--- src/design/uemc_pkg.sv ---
// Constants for the uncore memory event monitor
package uemc_pkg;
  // Model-specific register index of the home logic matcher
  localparam logic [15:0] MATCH_MSR_ADDR = 16'h0396;
  localparam logic [63:0] MATCH_RESET = 64'h0000_0000_0000_0000;
  // Matcher field positions
  localparam int ADDR_LSB = 3;
  localparam int ADDR_MSB = 39;
  localparam int OPC_LSB = 40;
  localparam int OPC_MSB = 47;
  localparam int SEL_LSB = 61;
  localparam int SEL_MSB = 63;
  // Matcher select encodings
  localparam logic [2:0] SEL_AND = 3'h1;
  localparam logic [2:0] SEL_NONE = 3'h0;
  // Event codes
  localparam logic [7:0] EV_ISO_FULL = 8'h28;
  localparam logic [7:0] EV_BUSY = 8'h29;
  localparam logic [7:0] EV_NORM_OCC = 8'h2A;
  localparam logic [7:0] EV_ISO_OCC = 8'h2B;
  localparam logic [7:0] EV_NORM_RD = 8'h2C;
  localparam logic [7:0] EV_HIPRI_RD = 8'h2D;
  localparam logic [7:0] EV_CRIT_RD = 8'h2E;
  localparam logic [7:0] EV_WRITES = 8'h2F;
  localparam logic [7:0] EV_MATCH = 8'h35;
  localparam logic [7:0] EV_PG_OPEN = 8'h60;
  localparam logic [7:0] EV_PG_CLOSE = 8'h61;
  localparam logic [7:0] EV_PG_MISS = 8'h62;
  localparam logic [7:0] EV_CAS_RD = 8'h63;
  localparam logic [7:0] EV_CAS_WR = 8'h64;
  localparam logic [7:0] EV_REFRESH = 8'h65;
  localparam logic [7:0] EV_PRE_ALL = 8'h66;
  // Unit mask field positions: low group bits 2:0, high group bits 5:3
  localparam int UM_LO = 0;
  localparam int UM_HI = 3;
  localparam int NUM_CH = 3;
  localparam int CNT_W = 48;
  localparam logic [CNT_W-1:0] CNT_RESET = 48'h0000_0000_0000;
endpackage

--- src/design/uemc_matcher.sv ---
// Home logic address and opcode matcher with per-source hit pulses
`timescale 1ns/1ps
`default_nettype none
module uemc_matcher
  import uemc_pkg::*;
(
  // Clock and reset
  input wire logic clk_i,
  input wire logic rst_i,
  // Matcher register contents
  input wire logic [63:0] match_reg_i,
  // Incoming home logic request
  input wire logic req_valid_i,
  input wire logic [2:0] req_src_i,
  input wire logic [uemc_pkg::ADDR_MSB:0] req_addr_i,
  input wire logic [uemc_pkg::OPC_MSB-uemc_pkg::OPC_LSB:0] req_opcode_i,
  // Hit per source: bit 0 io hub, 1 remote, 2 local
  output logic [2:0] hit_o
);
  import uemc_pkg::*;

  logic [2:0] hit_ff;
  logic [2:0] nxt_hit;
  logic addr_eq;
  logic opc_eq;
  logic sel_hit;
  logic [2:0] sel;

  always_comb begin
    sel = match_reg_i[SEL_MSB:SEL_LSB];
    addr_eq = req_addr_i[ADDR_MSB:ADDR_LSB] == match_reg_i[ADDR_MSB:ADDR_LSB];
    opc_eq = req_opcode_i == match_reg_i[OPC_MSB:OPC_LSB];
    // Select decode; all zero gives no event at all
    case (sel[2:1])
      2'b10: sel_hit = addr_eq;
      2'b01: sel_hit = opc_eq;
      2'b11: sel_hit = addr_eq | opc_eq;
      default: sel_hit = (sel == SEL_AND) ? (addr_eq & opc_eq) : 1'b0;
    endcase
    nxt_hit = (req_valid_i && sel_hit) ? req_src_i : 3'h0;
  end

  always_ff @(posedge clk_i or posedge rst_i) begin
    if (rst_i) begin
      hit_ff <= 3'h0;
    end else begin
      hit_ff <= nxt_hit;
    end
  end

  assign hit_o = hit_ff;
endmodule
`default_nettype wire

--- src/design/uemc_monitor.sv ---
// Memory controller and home logic event monitor top
`timescale 1ns/1ps
`default_nettype none
// Contract
// - Each of three DRAM channels counted separately, with per-channel and any-channel masks.
// - Event 2A adds normal read queue occupancy, masks 01/02/04 pick channels.
// - Event 2C counts normal read inserts per channel; mask 07 all channels.
// - Event 2F masks 01/02/04 count full-line writes; 07 any channel.
// - Event 2F masks 08/10/20 count partial writes; 38 any channel.
// - Event 29 counts cycles busy with reads (01/02/04) or writes (08/10/20).
// - Events 60, 61, 62 count page open, close, miss per channel.
// - Event 2B adds isochronous read occupancy per channel or all with 07.
// - Events 2D and 2E count high and critical priority reads.
// - Event 28 counts cycles full with isochronous reads or writes.
// - Event 63 counts read CAS and read CAS auto-close, two bits per channel.
// - Event 64 counts write CAS and write CAS auto-close per channel.
// - Events 65 and 66 count refresh and precharge-all per channel.
// - Local miss goes to home logic and interconnect; remote data completes home.
// - Modified line from remote agent is written back to DRAM.
// - Remote load snoop hitting modified line: writeback first, then forward line.
// - Matcher holds address and opcode compare fields; equality makes a match.
// - Select bits 63:61 choose address, opcode, OR, AND or no event.
// - Reset clears matcher fields, disabling match event generation.
// - Event 35 counts matcher hits by source mask: io hub, remote, local.
module uemc_monitor
  import uemc_pkg::*;
#(
  parameter int OCC_W = 6
) (
  // Clock and reset
  input wire logic clk_i,
  input wire logic rst_i,
  // Model-specific register access
  input wire logic msr_wr_i,
  input wire logic msr_rd_i,
  input wire logic [15:0] msr_addr_i,
  input wire logic [63:0] msr_wdata_i,
  output logic [63:0] msr_rdata_o,
  // Counter control
  input wire logic count_en_i,
  input wire logic count_clr_i,
  input wire logic [7:0] evt_code_i,
  input wire logic [7:0] unit_mask_i,
  output logic [uemc_pkg::CNT_W-1:0] count_o,
  // Per-channel queue state
  input wire logic [OCC_W-1:0] norm_occ_i [uemc_pkg::NUM_CH],
  input wire logic [OCC_W-1:0] iso_occ_i [uemc_pkg::NUM_CH],
  input wire logic [2:0] norm_rd_ins_i,
  input wire logic [2:0] full_wr_i,
  input wire logic [2:0] part_wr_i,
  input wire logic [2:0] busy_rd_i,
  input wire logic [2:0] busy_wr_i,
  input wire logic [2:0] hipri_rd_i,
  input wire logic [2:0] crit_rd_i,
  input wire logic [2:0] iso_full_rd_i,
  input wire logic [2:0] iso_full_wr_i,
  // Per-channel DRAM commands
  input wire logic [2:0] pg_open_i,
  input wire logic [2:0] pg_close_i,
  input wire logic [2:0] pg_miss_i,
  input wire logic [2:0] cas_rd_i,
  input wire logic [2:0] cas_rd_ap_i,
  input wire logic [2:0] cas_wr_i,
  input wire logic [2:0] cas_wr_ap_i,
  input wire logic [2:0] refresh_i,
  input wire logic [2:0] pre_all_i,
  // Home logic request for the matcher
  input wire logic req_valid_i,
  input wire logic [2:0] req_src_i,
  input wire logic [uemc_pkg::ADDR_MSB:0] req_addr_i,
  input wire logic [uemc_pkg::OPC_MSB-uemc_pkg::OPC_LSB:0] req_opcode_i,
  // Miss and snoop flow
  input wire logic llc_miss_local_i,
  input wire logic remote_data_i,
  input wire logic remote_modified_i,
  input wire logic snp_load_hitm_i,
  input wire logic wb_done_i,
  output logic home_req_o,
  output logic link_req_o,
  output logic home_cmpl_o,
  output logic dram_wb_o,
  output logic snp_wb_o,
  output logic fwd_line_o,
  output logic snp_busy_o
);
  import uemc_pkg::*;

  localparam int INC_W = OCC_W + 2;

  typedef enum logic [1:0] {
    SNP_IDLE = 2'b00,
    SNP_WB = 2'b01,
    SNP_FWD = 2'b10
  } uemc_snp_e;

  // Counts set bits of a channel vector gated by a 3-bit mask
  function automatic logic [INC_W-1:0] mask_cnt(input logic [2:0] ev, input logic [2:0] um);
    logic [INC_W-1:0] s;
    s = '0;
    for (int c = 0; c < NUM_CH; c++) begin
      s = s + INC_W'(ev[c] & um[c]);
    end
    return s;
  endfunction

  // Unit mask pairs for CAS events: bit 2c plain, bit 2c+1 auto-close
  function automatic logic [INC_W-1:0] pair_cnt(input logic [2:0] a, input logic [2:0] b,
                                                input logic [7:0] um);
    logic [INC_W-1:0] s;
    s = '0;
    for (int c = 0; c < NUM_CH; c++) begin
      s = s + INC_W'(a[c] & um[2*c]) + INC_W'(b[c] & um[2*c+1]);
    end
    return s;
  endfunction

  // Sums occupancy over the channels enabled in the mask
  function automatic logic [INC_W-1:0] occ_sum(input logic [OCC_W-1:0] o [NUM_CH], input logic [2:0] um);
    logic [INC_W-1:0] s;
    s = '0;
    for (int c = 0; c < NUM_CH; c++) begin
      s = s + (um[c] ? INC_W'(o[c]) : INC_W'(0));
    end
    return s;
  endfunction

  // True when a register access targets the matcher
  function automatic logic is_match_addr(input logic [15:0] a);
    return a == MATCH_MSR_ADDR;
  endfunction

  // Matcher register
  logic [63:0] match_ff;
  logic [63:0] nxt_match;
  logic [63:0] rdata_ff;
  logic [63:0] nxt_rdata;
  logic [2:0] hit;

  always_comb begin
    nxt_match = match_ff;
    nxt_rdata = rdata_ff;
    if (msr_wr_i && is_match_addr(msr_addr_i)) begin
      nxt_match = msr_wdata_i;
    end
    if (msr_rd_i) begin
      nxt_rdata = is_match_addr(msr_addr_i) ? match_ff : 64'h0;
    end
  end

  always_ff @(posedge clk_i or posedge rst_i) begin
    if (rst_i) begin
      match_ff <= MATCH_RESET;
      rdata_ff <= 64'h0;
    end else begin
      match_ff <= nxt_match;
      rdata_ff <= nxt_rdata;
    end
  end

  uemc_matcher u_matcher (
    .clk_i(clk_i),
    .rst_i(rst_i),
    .match_reg_i(match_ff),
    .req_valid_i(req_valid_i),
    .req_src_i(req_src_i),
    .req_addr_i(req_addr_i),
    .req_opcode_i(req_opcode_i),
    .hit_o(hit)
  );

  // Event selection and counter
  logic [CNT_W-1:0] cnt_ff;
  logic [CNT_W-1:0] nxt_cnt;
  logic [INC_W-1:0] inc;
  logic [2:0] um_lo;
  logic [2:0] um_hi;

  always_comb begin
    um_lo = unit_mask_i[UM_LO+2:UM_LO];
    um_hi = unit_mask_i[UM_HI+2:UM_HI];
    case (evt_code_i)
      EV_NORM_OCC: inc = occ_sum(norm_occ_i, um_lo);
      EV_ISO_OCC: inc = occ_sum(iso_occ_i, um_lo);
      EV_NORM_RD: inc = mask_cnt(norm_rd_ins_i, um_lo);
      EV_WRITES: inc = mask_cnt(full_wr_i, um_lo) + mask_cnt(part_wr_i, um_hi);
      EV_BUSY: inc = mask_cnt(busy_rd_i, um_lo) + mask_cnt(busy_wr_i, um_hi);
      EV_PG_OPEN: inc = mask_cnt(pg_open_i, um_lo);
      EV_PG_CLOSE: inc = mask_cnt(pg_close_i, um_lo);
      EV_PG_MISS: inc = mask_cnt(pg_miss_i, um_lo);
      EV_HIPRI_RD: inc = mask_cnt(hipri_rd_i, um_lo);
      EV_CRIT_RD: inc = mask_cnt(crit_rd_i, um_lo);
      EV_ISO_FULL: inc = mask_cnt(iso_full_rd_i, um_lo) + mask_cnt(iso_full_wr_i, um_hi);
      EV_CAS_RD: inc = pair_cnt(cas_rd_i, cas_rd_ap_i, unit_mask_i);
      EV_CAS_WR: inc = pair_cnt(cas_wr_i, cas_wr_ap_i, unit_mask_i);
      EV_REFRESH: inc = mask_cnt(refresh_i, um_lo);
      EV_PRE_ALL: inc = mask_cnt(pre_all_i, um_lo);
      EV_MATCH: inc = mask_cnt(hit, um_lo);
      default: inc = '0;
    endcase
    nxt_cnt = cnt_ff;
    if (count_clr_i) begin
      nxt_cnt = CNT_RESET;
    end else if (count_en_i) begin
      nxt_cnt = cnt_ff + CNT_W'(inc);
    end
  end

  always_ff @(posedge clk_i or posedge rst_i) begin
    if (rst_i) begin
      cnt_ff <= CNT_RESET;
    end else begin
      cnt_ff <= nxt_cnt;
    end
  end

  // Miss and snoop flow
  uemc_snp_e snp_ff;
  uemc_snp_e nxt_snp;
  logic home_req_ff;
  logic nxt_home_req;
  logic link_req_ff;
  logic nxt_link_req;
  logic home_cmpl_ff;
  logic nxt_home_cmpl;
  logic dram_wb_ff;
  logic nxt_dram_wb;
  logic snp_wb_ff;
  logic nxt_snp_wb;
  logic fwd_ff;
  logic nxt_fwd;
  // Busy follows the next state so the port leaves its own flop
  logic snp_busy_ff;
  logic nxt_snp_busy;

  always_comb begin
    nxt_home_req = llc_miss_local_i;
    nxt_link_req = llc_miss_local_i;
    nxt_home_cmpl = remote_data_i;
    nxt_dram_wb = remote_data_i & remote_modified_i;
    nxt_snp = snp_ff;
    nxt_snp_wb = 1'b0;
    nxt_fwd = 1'b0;
    case (snp_ff)
      SNP_IDLE: begin
        if (snp_load_hitm_i) begin
          nxt_snp = SNP_WB;
          nxt_snp_wb = 1'b1;
        end
      end
      SNP_WB: begin
        if (wb_done_i) begin
          nxt_snp = SNP_FWD;
          nxt_fwd = 1'b1;
        end
      end
      SNP_FWD: begin
        nxt_snp = SNP_IDLE;
      end
      default: begin
        nxt_snp = SNP_IDLE;
      end
    endcase
    nxt_snp_busy = nxt_snp != SNP_IDLE;
  end

  always_ff @(posedge clk_i or posedge rst_i) begin
    if (rst_i) begin
      snp_ff <= SNP_IDLE;
      home_req_ff <= 1'b0;
      link_req_ff <= 1'b0;
      home_cmpl_ff <= 1'b0;
      dram_wb_ff <= 1'b0;
      snp_wb_ff <= 1'b0;
      fwd_ff <= 1'b0;
      snp_busy_ff <= 1'b0;
    end else begin
      snp_ff <= nxt_snp;
      home_req_ff <= nxt_home_req;
      link_req_ff <= nxt_link_req;
      home_cmpl_ff <= nxt_home_cmpl;
      dram_wb_ff <= nxt_dram_wb;
      snp_wb_ff <= nxt_snp_wb;
      fwd_ff <= nxt_fwd;
      snp_busy_ff <= nxt_snp_busy;
    end
  end

  assign msr_rdata_o = rdata_ff;
  assign count_o = cnt_ff;
  assign home_req_o = home_req_ff;
  assign link_req_o = link_req_ff;
  assign home_cmpl_o = home_cmpl_ff;
  assign dram_wb_o = dram_wb_ff;
  assign snp_wb_o = snp_wb_ff;
  assign fwd_line_o = fwd_ff;
  assign snp_busy_o = snp_busy_ff;
endmodule
`default_nettype wire

--- config.mk ---
export PLATFORM = sky130hd
export DESIGN_NAME = uemc_monitor
export DESIGN_NICKNAME = d
export VERILOG_FILES = /design/src/design/uemc_pkg.sv /design/src/design/uemc_matcher.sv /design/src/design/uemc_monitor.sv
export SDC_FILE = /design/constraint.sdc
export NUM_CORES = 1
export LEC_CHECK = 0
export BUFFER_PORTS_ARGS = -buffer_cell sky130_fd_sc_hd__buf_2
export CELL_PAD_IN_SITES_DETAIL_PLACEMENT = 1
export CELL_PAD_IN_SITES_GLOBAL_PLACEMENT = 1
export CORE_UTILIZATION = 41
export DETAILED_ROUTE_END_ITERATION = 7
export PLACE_DENSITY = 0.84
export SYNTH_ARGS = -nofsm -noshare
export SYNTH_HDL_FRONTEND = slang
export SYNTH_SLANG_ARGS = --single-unit
--- constraint.sdc ---
create_clock -name clk_i -period 9 [get_ports clk_i]
set_input_delay 0.45 -clock clk_i [delete_from_list [all_inputs] [get_ports clk_i]]
set_output_delay 0.45 -clock clk_i [all_outputs]
set_load 0.01 [all_outputs]
-- After elaboration in Yosys (flattened, before gate mapping)
Index checks and enable logic that the tools add are counted.
- output and inout bits: 119
- bits in registers: 187
- bits of input ports: 249
- mux-type cells: 20
- reductions and logical operators: 5
- eq/ne operators: 24
- bitwise gates (word level): 60
- add/sub/neg operators: 48
- operators by type and width (operator ; count):
    8-bit one-hot mux with 16 select lines ; 1
    48-bit two-way mux ; 2
    8-bit by 6-bit == test with 1-bit output (second input constant) ; 9
    64-bit two-way mux ; 1
    1-bit bitwise AND ; 59
    8-bit by 7-bit == test with 1-bit output (second input constant) ; 7
    2-bit by 1-bit adder with 3-bit output ; 17
    48-bit by 8-bit adder with 48-bit output ; 1
    37-bit == test ; 1
    6-bit two-way mux ; 6
    1-bit by 1-bit adder with 2-bit output ; 17
    7-bit by 6-bit adder with 8-bit output ; 2
    16-bit by 10-bit == test with 1-bit output (second input constant) ; 1
    6-bit by 6-bit adder with 7-bit output ; 2
    3-bit by 3-bit adder with 4-bit output ; 3
    5-bit by 1-bit adder with 6-bit output ; 2
    4-bit by 1-bit adder with 5-bit output ; 2
    3-bit by 1-bit adder with 4-bit output ; 2
    8-bit == test ; 1
    1-bit two-way mux ; 5
    2-bit by 1-bit == test with 1-bit output (second input constant) ; 2
    2-bit == test (second input constant) ; 2
    2-bit two-way mux ; 2
    2-bit one-hot mux with 2 select lines ; 1
    other kinds (7) ; 9

-- Depth between registers and ports, before layout
- word-level depth: 10
- depth in mapped cells: 21
- gate-level depth less buffers: 19

-- By module
A second synthesis with hierarchy kept.
- cell total of the unflattened synthesis: 1117
- area, all modules: 11069.4 sq um
- by module, submodules not included (module ; times used ; sequential area each (sq um) ; cells an instance ; area each (sq um)):
    uemc_monitor ; 1 ; 4604.4 ; 1045 ; 10453.8
    uemc_matcher ; 1 ; 75.1 ; 72 ; 615.6

-- Worst setup path after synthesis
No wires, ideal clock.
- kind: input to register
- start point: in unit_mask_i[0]
- end point: reg cnt_ff[27] (netlist: count_o[27])
- stages on the path: 19
- buffers on the path: 2
- data arrival time: 5.302 ns
- required time: 8.873 ns
- path slack: 3.570 ns
- library setup time: 0.127 ns
- cell sequence: clkbuf_1 -> nand2_1 -> fa_1 -> fa_1 -> inv_1 -> ha_1 -> fa_1 -> mux2_2 -> nand3_1 -> o211ai_1 -> or4_1 -> ha_1 -> a21oi_1 -> and4b_1 -> o2111ai_1 -> clkbuf_1 -> nand2_1 -> nand4_1 -> mux2_1
- longest elaborated chain between the ends: 10
- elaborated cells on any way between the ends: 61
- those cells by class: 42 x add/sub; 5 x mux; 14 x bitwise
- RTL lines (element ; line ; text):
    from (decl) ; uemc_monitor.sv:43 ; input wire logic [7:0] unit_mask_i,
    1-bit bitwise AND ; uemc_monitor.sv:112 ; s = s + INC_W'(a[c] & um[2*c]) + INC_W'(b[c] & um[2*c+1]);
    1-bit by 1-bit adder with 2-bit output ; uemc_monitor.sv:112 ;
    2-bit by 1-bit adder with 3-bit output ; uemc_monitor.sv:112 ;
    3-bit by 1-bit adder with 4-bit output ; uemc_monitor.sv:112 ;
    4-bit by 1-bit adder with 5-bit output ; uemc_monitor.sv:112 ;
    5-bit by 1-bit adder with 6-bit output ; uemc_monitor.sv:112 ;
    8-bit one-hot mux with 16 select lines * ; uemc_monitor.sv:181 ; case (evt_code_i)
    48-bit by 8-bit adder with 48-bit output * ; uemc_monitor.sv:204 ; nxt_cnt = cnt_ff + CNT_W'(inc);
    48-bit two-way mux * ; uemc_monitor.sv:203 ; end else if (count_en_i) begin
    48-bit two-way mux * ; uemc_monitor.sv:201 ; if (count_clr_i) begin
    to (signal assigned) ; uemc_monitor.sv:212 ; cnt_ff <= nxt_cnt;
    to (decl) ; uemc_monitor.sv:172 ; logic [CNT_W-1:0] cnt_ff;
Every way passes the cells marked *; elsewhere a longest branch is shown, timed or not. The select of a mux whose other input is x is not followed.
A chain may end at the register's enable or synchronous reset.

-- Worst setup path in the final report
- start point: in unit_mask_i[0]
- end point: reg cnt_ff[19] (netlist: count_o[19])
The elaborated chain is that of the path after synthesis.

==> impl_metrics.sql <==
INSERT INTO impl_metrics (metric_group, metric, value, unit) VALUES
('die', 'pin_count', '368', ''),
('worst_setup_path', 'minimum_setup_slack_among_reg_to_reg_paths', '5.11', 'ns'),
('synth', 'synth_area_leaders', 'sky130_fd_sc_hd__dfrtp_1 43%, sky130_fd_sc_hd__fa_1 7.2%, sky130_fd_sc_hd__xnor2_1 5.2%', ''),
('sta', 'rsz_0062_raised_after_global_routing', 'false', ''),
('die', 'floorplan.initialDensity', '0.416', ''),
('global_route', 'global_routing_usage_on_met2', '0.454', ''),
('global_route', 'grt_start_max_net_pins', '113', ''),
('layout', 'multiInputGateArea', '5540', 'um^2'),
('cts', 'numClockSinks', '187', ''),
('detailed_routing', 'routed-via-count', '9227', ''),
('layout', 'layout_common_cells', '361 x sky130_fd_sc_hd__buf_2, 187 x sky130_fd_sc_hd__dfrtp_1, 103 x sky130_fd_sc_hd__inv_1, 88 x sky130_fd_sc_hd__nand3_1, 71 x sky130_fd_sc_hd__nand2_1', ''),
('synth', 'synth_fp_nets', '1402', ''),
('sta', 'finalCritPeriodShare', '0.593', ''),
('pwr', 'cellPowerDensity', '141', 'nW/um^2'),
('layout', 'layout-area-overhead-vs-synth', '25.3', '%'),
('detailed_routing', 'route.detailed.wl_per_inst', '18.9', 'um'),
('layout', 'fillCellCount', '3101', ''),
('global_route', 'grt.total_usage', '0.253', ''),
('worst_setup_path', 'critPathLaunch', 'unit_mask_i[0]', ''),
('cts', 'clk_root_buffer_cell', 'sky130_fd_sc_hd__clkbuf_16', ''),
('worst_setup_path', 'timing.critical_path.to', 'count_o[19]', ''),
('cts', 'clk_pin_slew_worst_paths', '0.08', 'ns'),
('worst_setup_path', 'crit_path_start_kind', 'primary input', ''),
('synth', 'synth_edf_count', '0', ''),
('place', 'placed_cells', '1742', ''),
('sta', 'setup_viol', '0', ''),
('worst_setup_path', 'timing.critical_path.to_type', 'register', ''),
('sta', 'drv_slew', '0', ''),
('place', 'place_congestion', '0.847', ''),
('sta', 'timing.final.crit_period', '5.33', 'ns'),
('sta', 'tightest_slew', '1.10', 'ns'),
('cts', 'worst_skew_pair.late_latency', '0.43', 'ns'),
('global_route', 'grt_pass1_wl', '53000', 'um'),
('synth', 'syn_area', '10800', 'um^2'),
('sta', 'setup_tns', '0', 'ns'),
('global_route', 'global_route.overflow_total', '0', ''),
('cts', 'cts-hold-fix-buffers', '0', ''),
('detailed_routing', 'drt_pass1_iterations', '4', ''),
('status', 'outcome', 'finished, final reports clean', ''),
('layout', 'final_non_filler_cell_area', '13600', 'um^2'),
('synth', 'synth_cell_types', '60', ''),
('layout', 'fin_util', '0.522', ''),
('detailed_routing', 'avgViaCountPerCell', '5.19', ''),
('pwr', 'ir_drop', '0.115', 'mV'),
('synth', 'netlist.top_cell.by_area', 'sky130_fd_sc_hd__dfrtp_1', ''),
('synth', 'syn_area_per_cell', '9.91', 'um^2'),
('layout', 'nNetsFinal', '1737', ''),
('sta', 'final.setup_skew', '0.0211', 'ns'),
('sta', 'finalHoldViolCount', '0', ''),
('sta', 'max_freq', '188', 'MHz'),
('global_route', 'grt.met3_usage', '0.0663', ''),
('cts', 'post-cts-setup-buffer-count', '0', ''),
('worst_setup_path', 'reg2reg_depth', '13', ''),
('place', 'pre_cts_ws', '3.16', 'ns'),
('synth', 'async_flop_share', '1.00', ''),
('die', 'dieArea', '27000', 'um^2'),
('layout', 'storage_cell_area', '4680', 'um^2'),
('worst_setup_path', 'timing.setup.critical_path_class', 'primary input to register', ''),
('layout', 'final-instance-count-excl-fill', '1778', ''),
('worst_setup_path', 'worst-path-max-fanout', '26', ''),
('die', 'core_area', '26000', 'um^2'),
('worst_setup_path', 'cp.required', '9.30', 'ns'),
('place', 'dpl.hpwl', '25200', 'um'),
('global_route', 'first_global_vias', '10152', ''),
('detailed_routing', 'detail_route.wirelength', '33600', 'um'),
('synth', 'ys_seq_elements', '187', ''),
('worst_setup_path', 'rr_startpoint', 'u_matcher.hit_o[0]', ''),
('synth', 'yosys_warnings', '0', ''),
('hold_path', 'timing.hold.worst.class', 'primary input to register', ''),
('cts', 'tritoncts', 'yes', ''),
('sta', 'fin_hold_ws', '0.142', 'ns');
critical path: stages:
cell,delay (ns)
sky130_fd_sc_hd__buf_2,0.36
sky130_fd_sc_hd__nand2_1,0.16
sky130_fd_sc_hd__fa_1,0.54
sky130_fd_sc_hd__fa_1,0.55
sky130_fd_sc_hd__inv_1,0.05
sky130_fd_sc_hd__ha_1,0.20
sky130_fd_sc_hd__fa_1,0.44
sky130_fd_sc_hd__mux2_2,0.27
sky130_fd_sc_hd__nand3_1,0.08
sky130_fd_sc_hd__o211ai_1,0.10
sky130_fd_sc_hd__or4_1,0.47
sky130_fd_sc_hd__ha_1,0.30
sky130_fd_sc_hd__a21oi_1,0.07
sky130_fd_sc_hd__and4b_1,0.30
sky130_fd_sc_hd__o2111ai_1,0.13
sky130_fd_sc_hd__buf_4,0.24
sky130_fd_sc_hd__a2111oi_0,0.62
sky130_fd_sc_hd__xnor2_1,0.23
sky130_fd_sc_hd__nor2_1,0.06
synthesized netlist by cell type, types with 28 or more instances:
library cell,count
sky130_fd_sc_hd__o21ai_1,33
sky130_fd_sc_hd__nand2_1,72
sky130_fd_sc_hd__mux2_1,43
sky130_fd_sc_hd__and2_1,49
sky130_fd_sc_hd__o21ai_0,41
sky130_fd_sc_hd__nor2_1,65
sky130_fd_sc_hd__clkbuf_1,42
sky130_fd_sc_hd__nand3_1,88
sky130_fd_sc_hd__a21oi_1,30
sky130_fd_sc_hd__fa_1,39
sky130_fd_sc_hd__inv_1,104
sky130_fd_sc_hd__nand4_1,31
sky130_fd_sc_hd__dfrtp_1,187
sky130_fd_sc_hd__xnor2_1,64
sky130_fd_sc_hd__xor2_1,28
sky130_fd_sc_hd__mux2_2,28
worst min path at each step:
stage,depth (start not counted),start,end
after floorplan,1,snp_ff[1],snp_ff[0]
after global placement,1,match_ff[60],match_ff[60]
after detailed placement,1,match_ff[60],match_ff[60]
after CTS,1,remote_data_i,home_cmpl_o
after global routing,1,remote_data_i,home_cmpl_o
final,1,llc_miss_local_i,link_req_o
sequential cells by signal, indices dropped and copies added, names as in the netlist:
name             count
home_cmpl_o          1
snp_busy_o           1
u_matcher.hit_o      3
match_ff            64
link_req_o           1
snp_wb_o             1
msr_rdata_o         64
fwd_line_o           1
dram_wb_o            1
count_o             48
snp_ff               2
cell type report:
type	count	share of cell area
Antenna cell	4	0.000739
Clock buffer	17	0.0314
Clock inverter	15	0.0155
Inverter	105	0.0296
Multi-Input combinational cell	746	0.409
Sequential cell	187	0.345
Tap cell	335	0.0309
Timing Repair Buffer	369	0.138
cells by family (layout without fill, tap and decap cells):
family | Yosys count | count (layout) | synth area share
compound gates | 150 | 150 | 0.0843
xor+xnor | 92 | 92 | 0.0745
fa+ha+maj | 62 | 62 | 0.0988
buf+inv | 158 | 506 | 0.0555
flops | 187 | 187 | 0.433
mux | 77 | 77 | 0.0807
other cells | 0 | 4 | 0
simple gates | 365 | 365 | 0.173
layer usage:
| metal | share of wire | wire length [um] |
|---|---|---|
| met1 | 0.39 | 13200 |
| met2 | 0.51 | 17200 |
| met3 | 0.073 | 2450 |
| met4 | 0.020 | 669 |
| met5 | 0.00069 | 23 |
where the power goes:
group	internal [mW]	switching [mW]
sequential	0.846	0.00416
combinational	0.105	0.131
clock	0.412	0.409
total	1.36	0.545
Note: power is estimated with default switching activity, not from simulation.
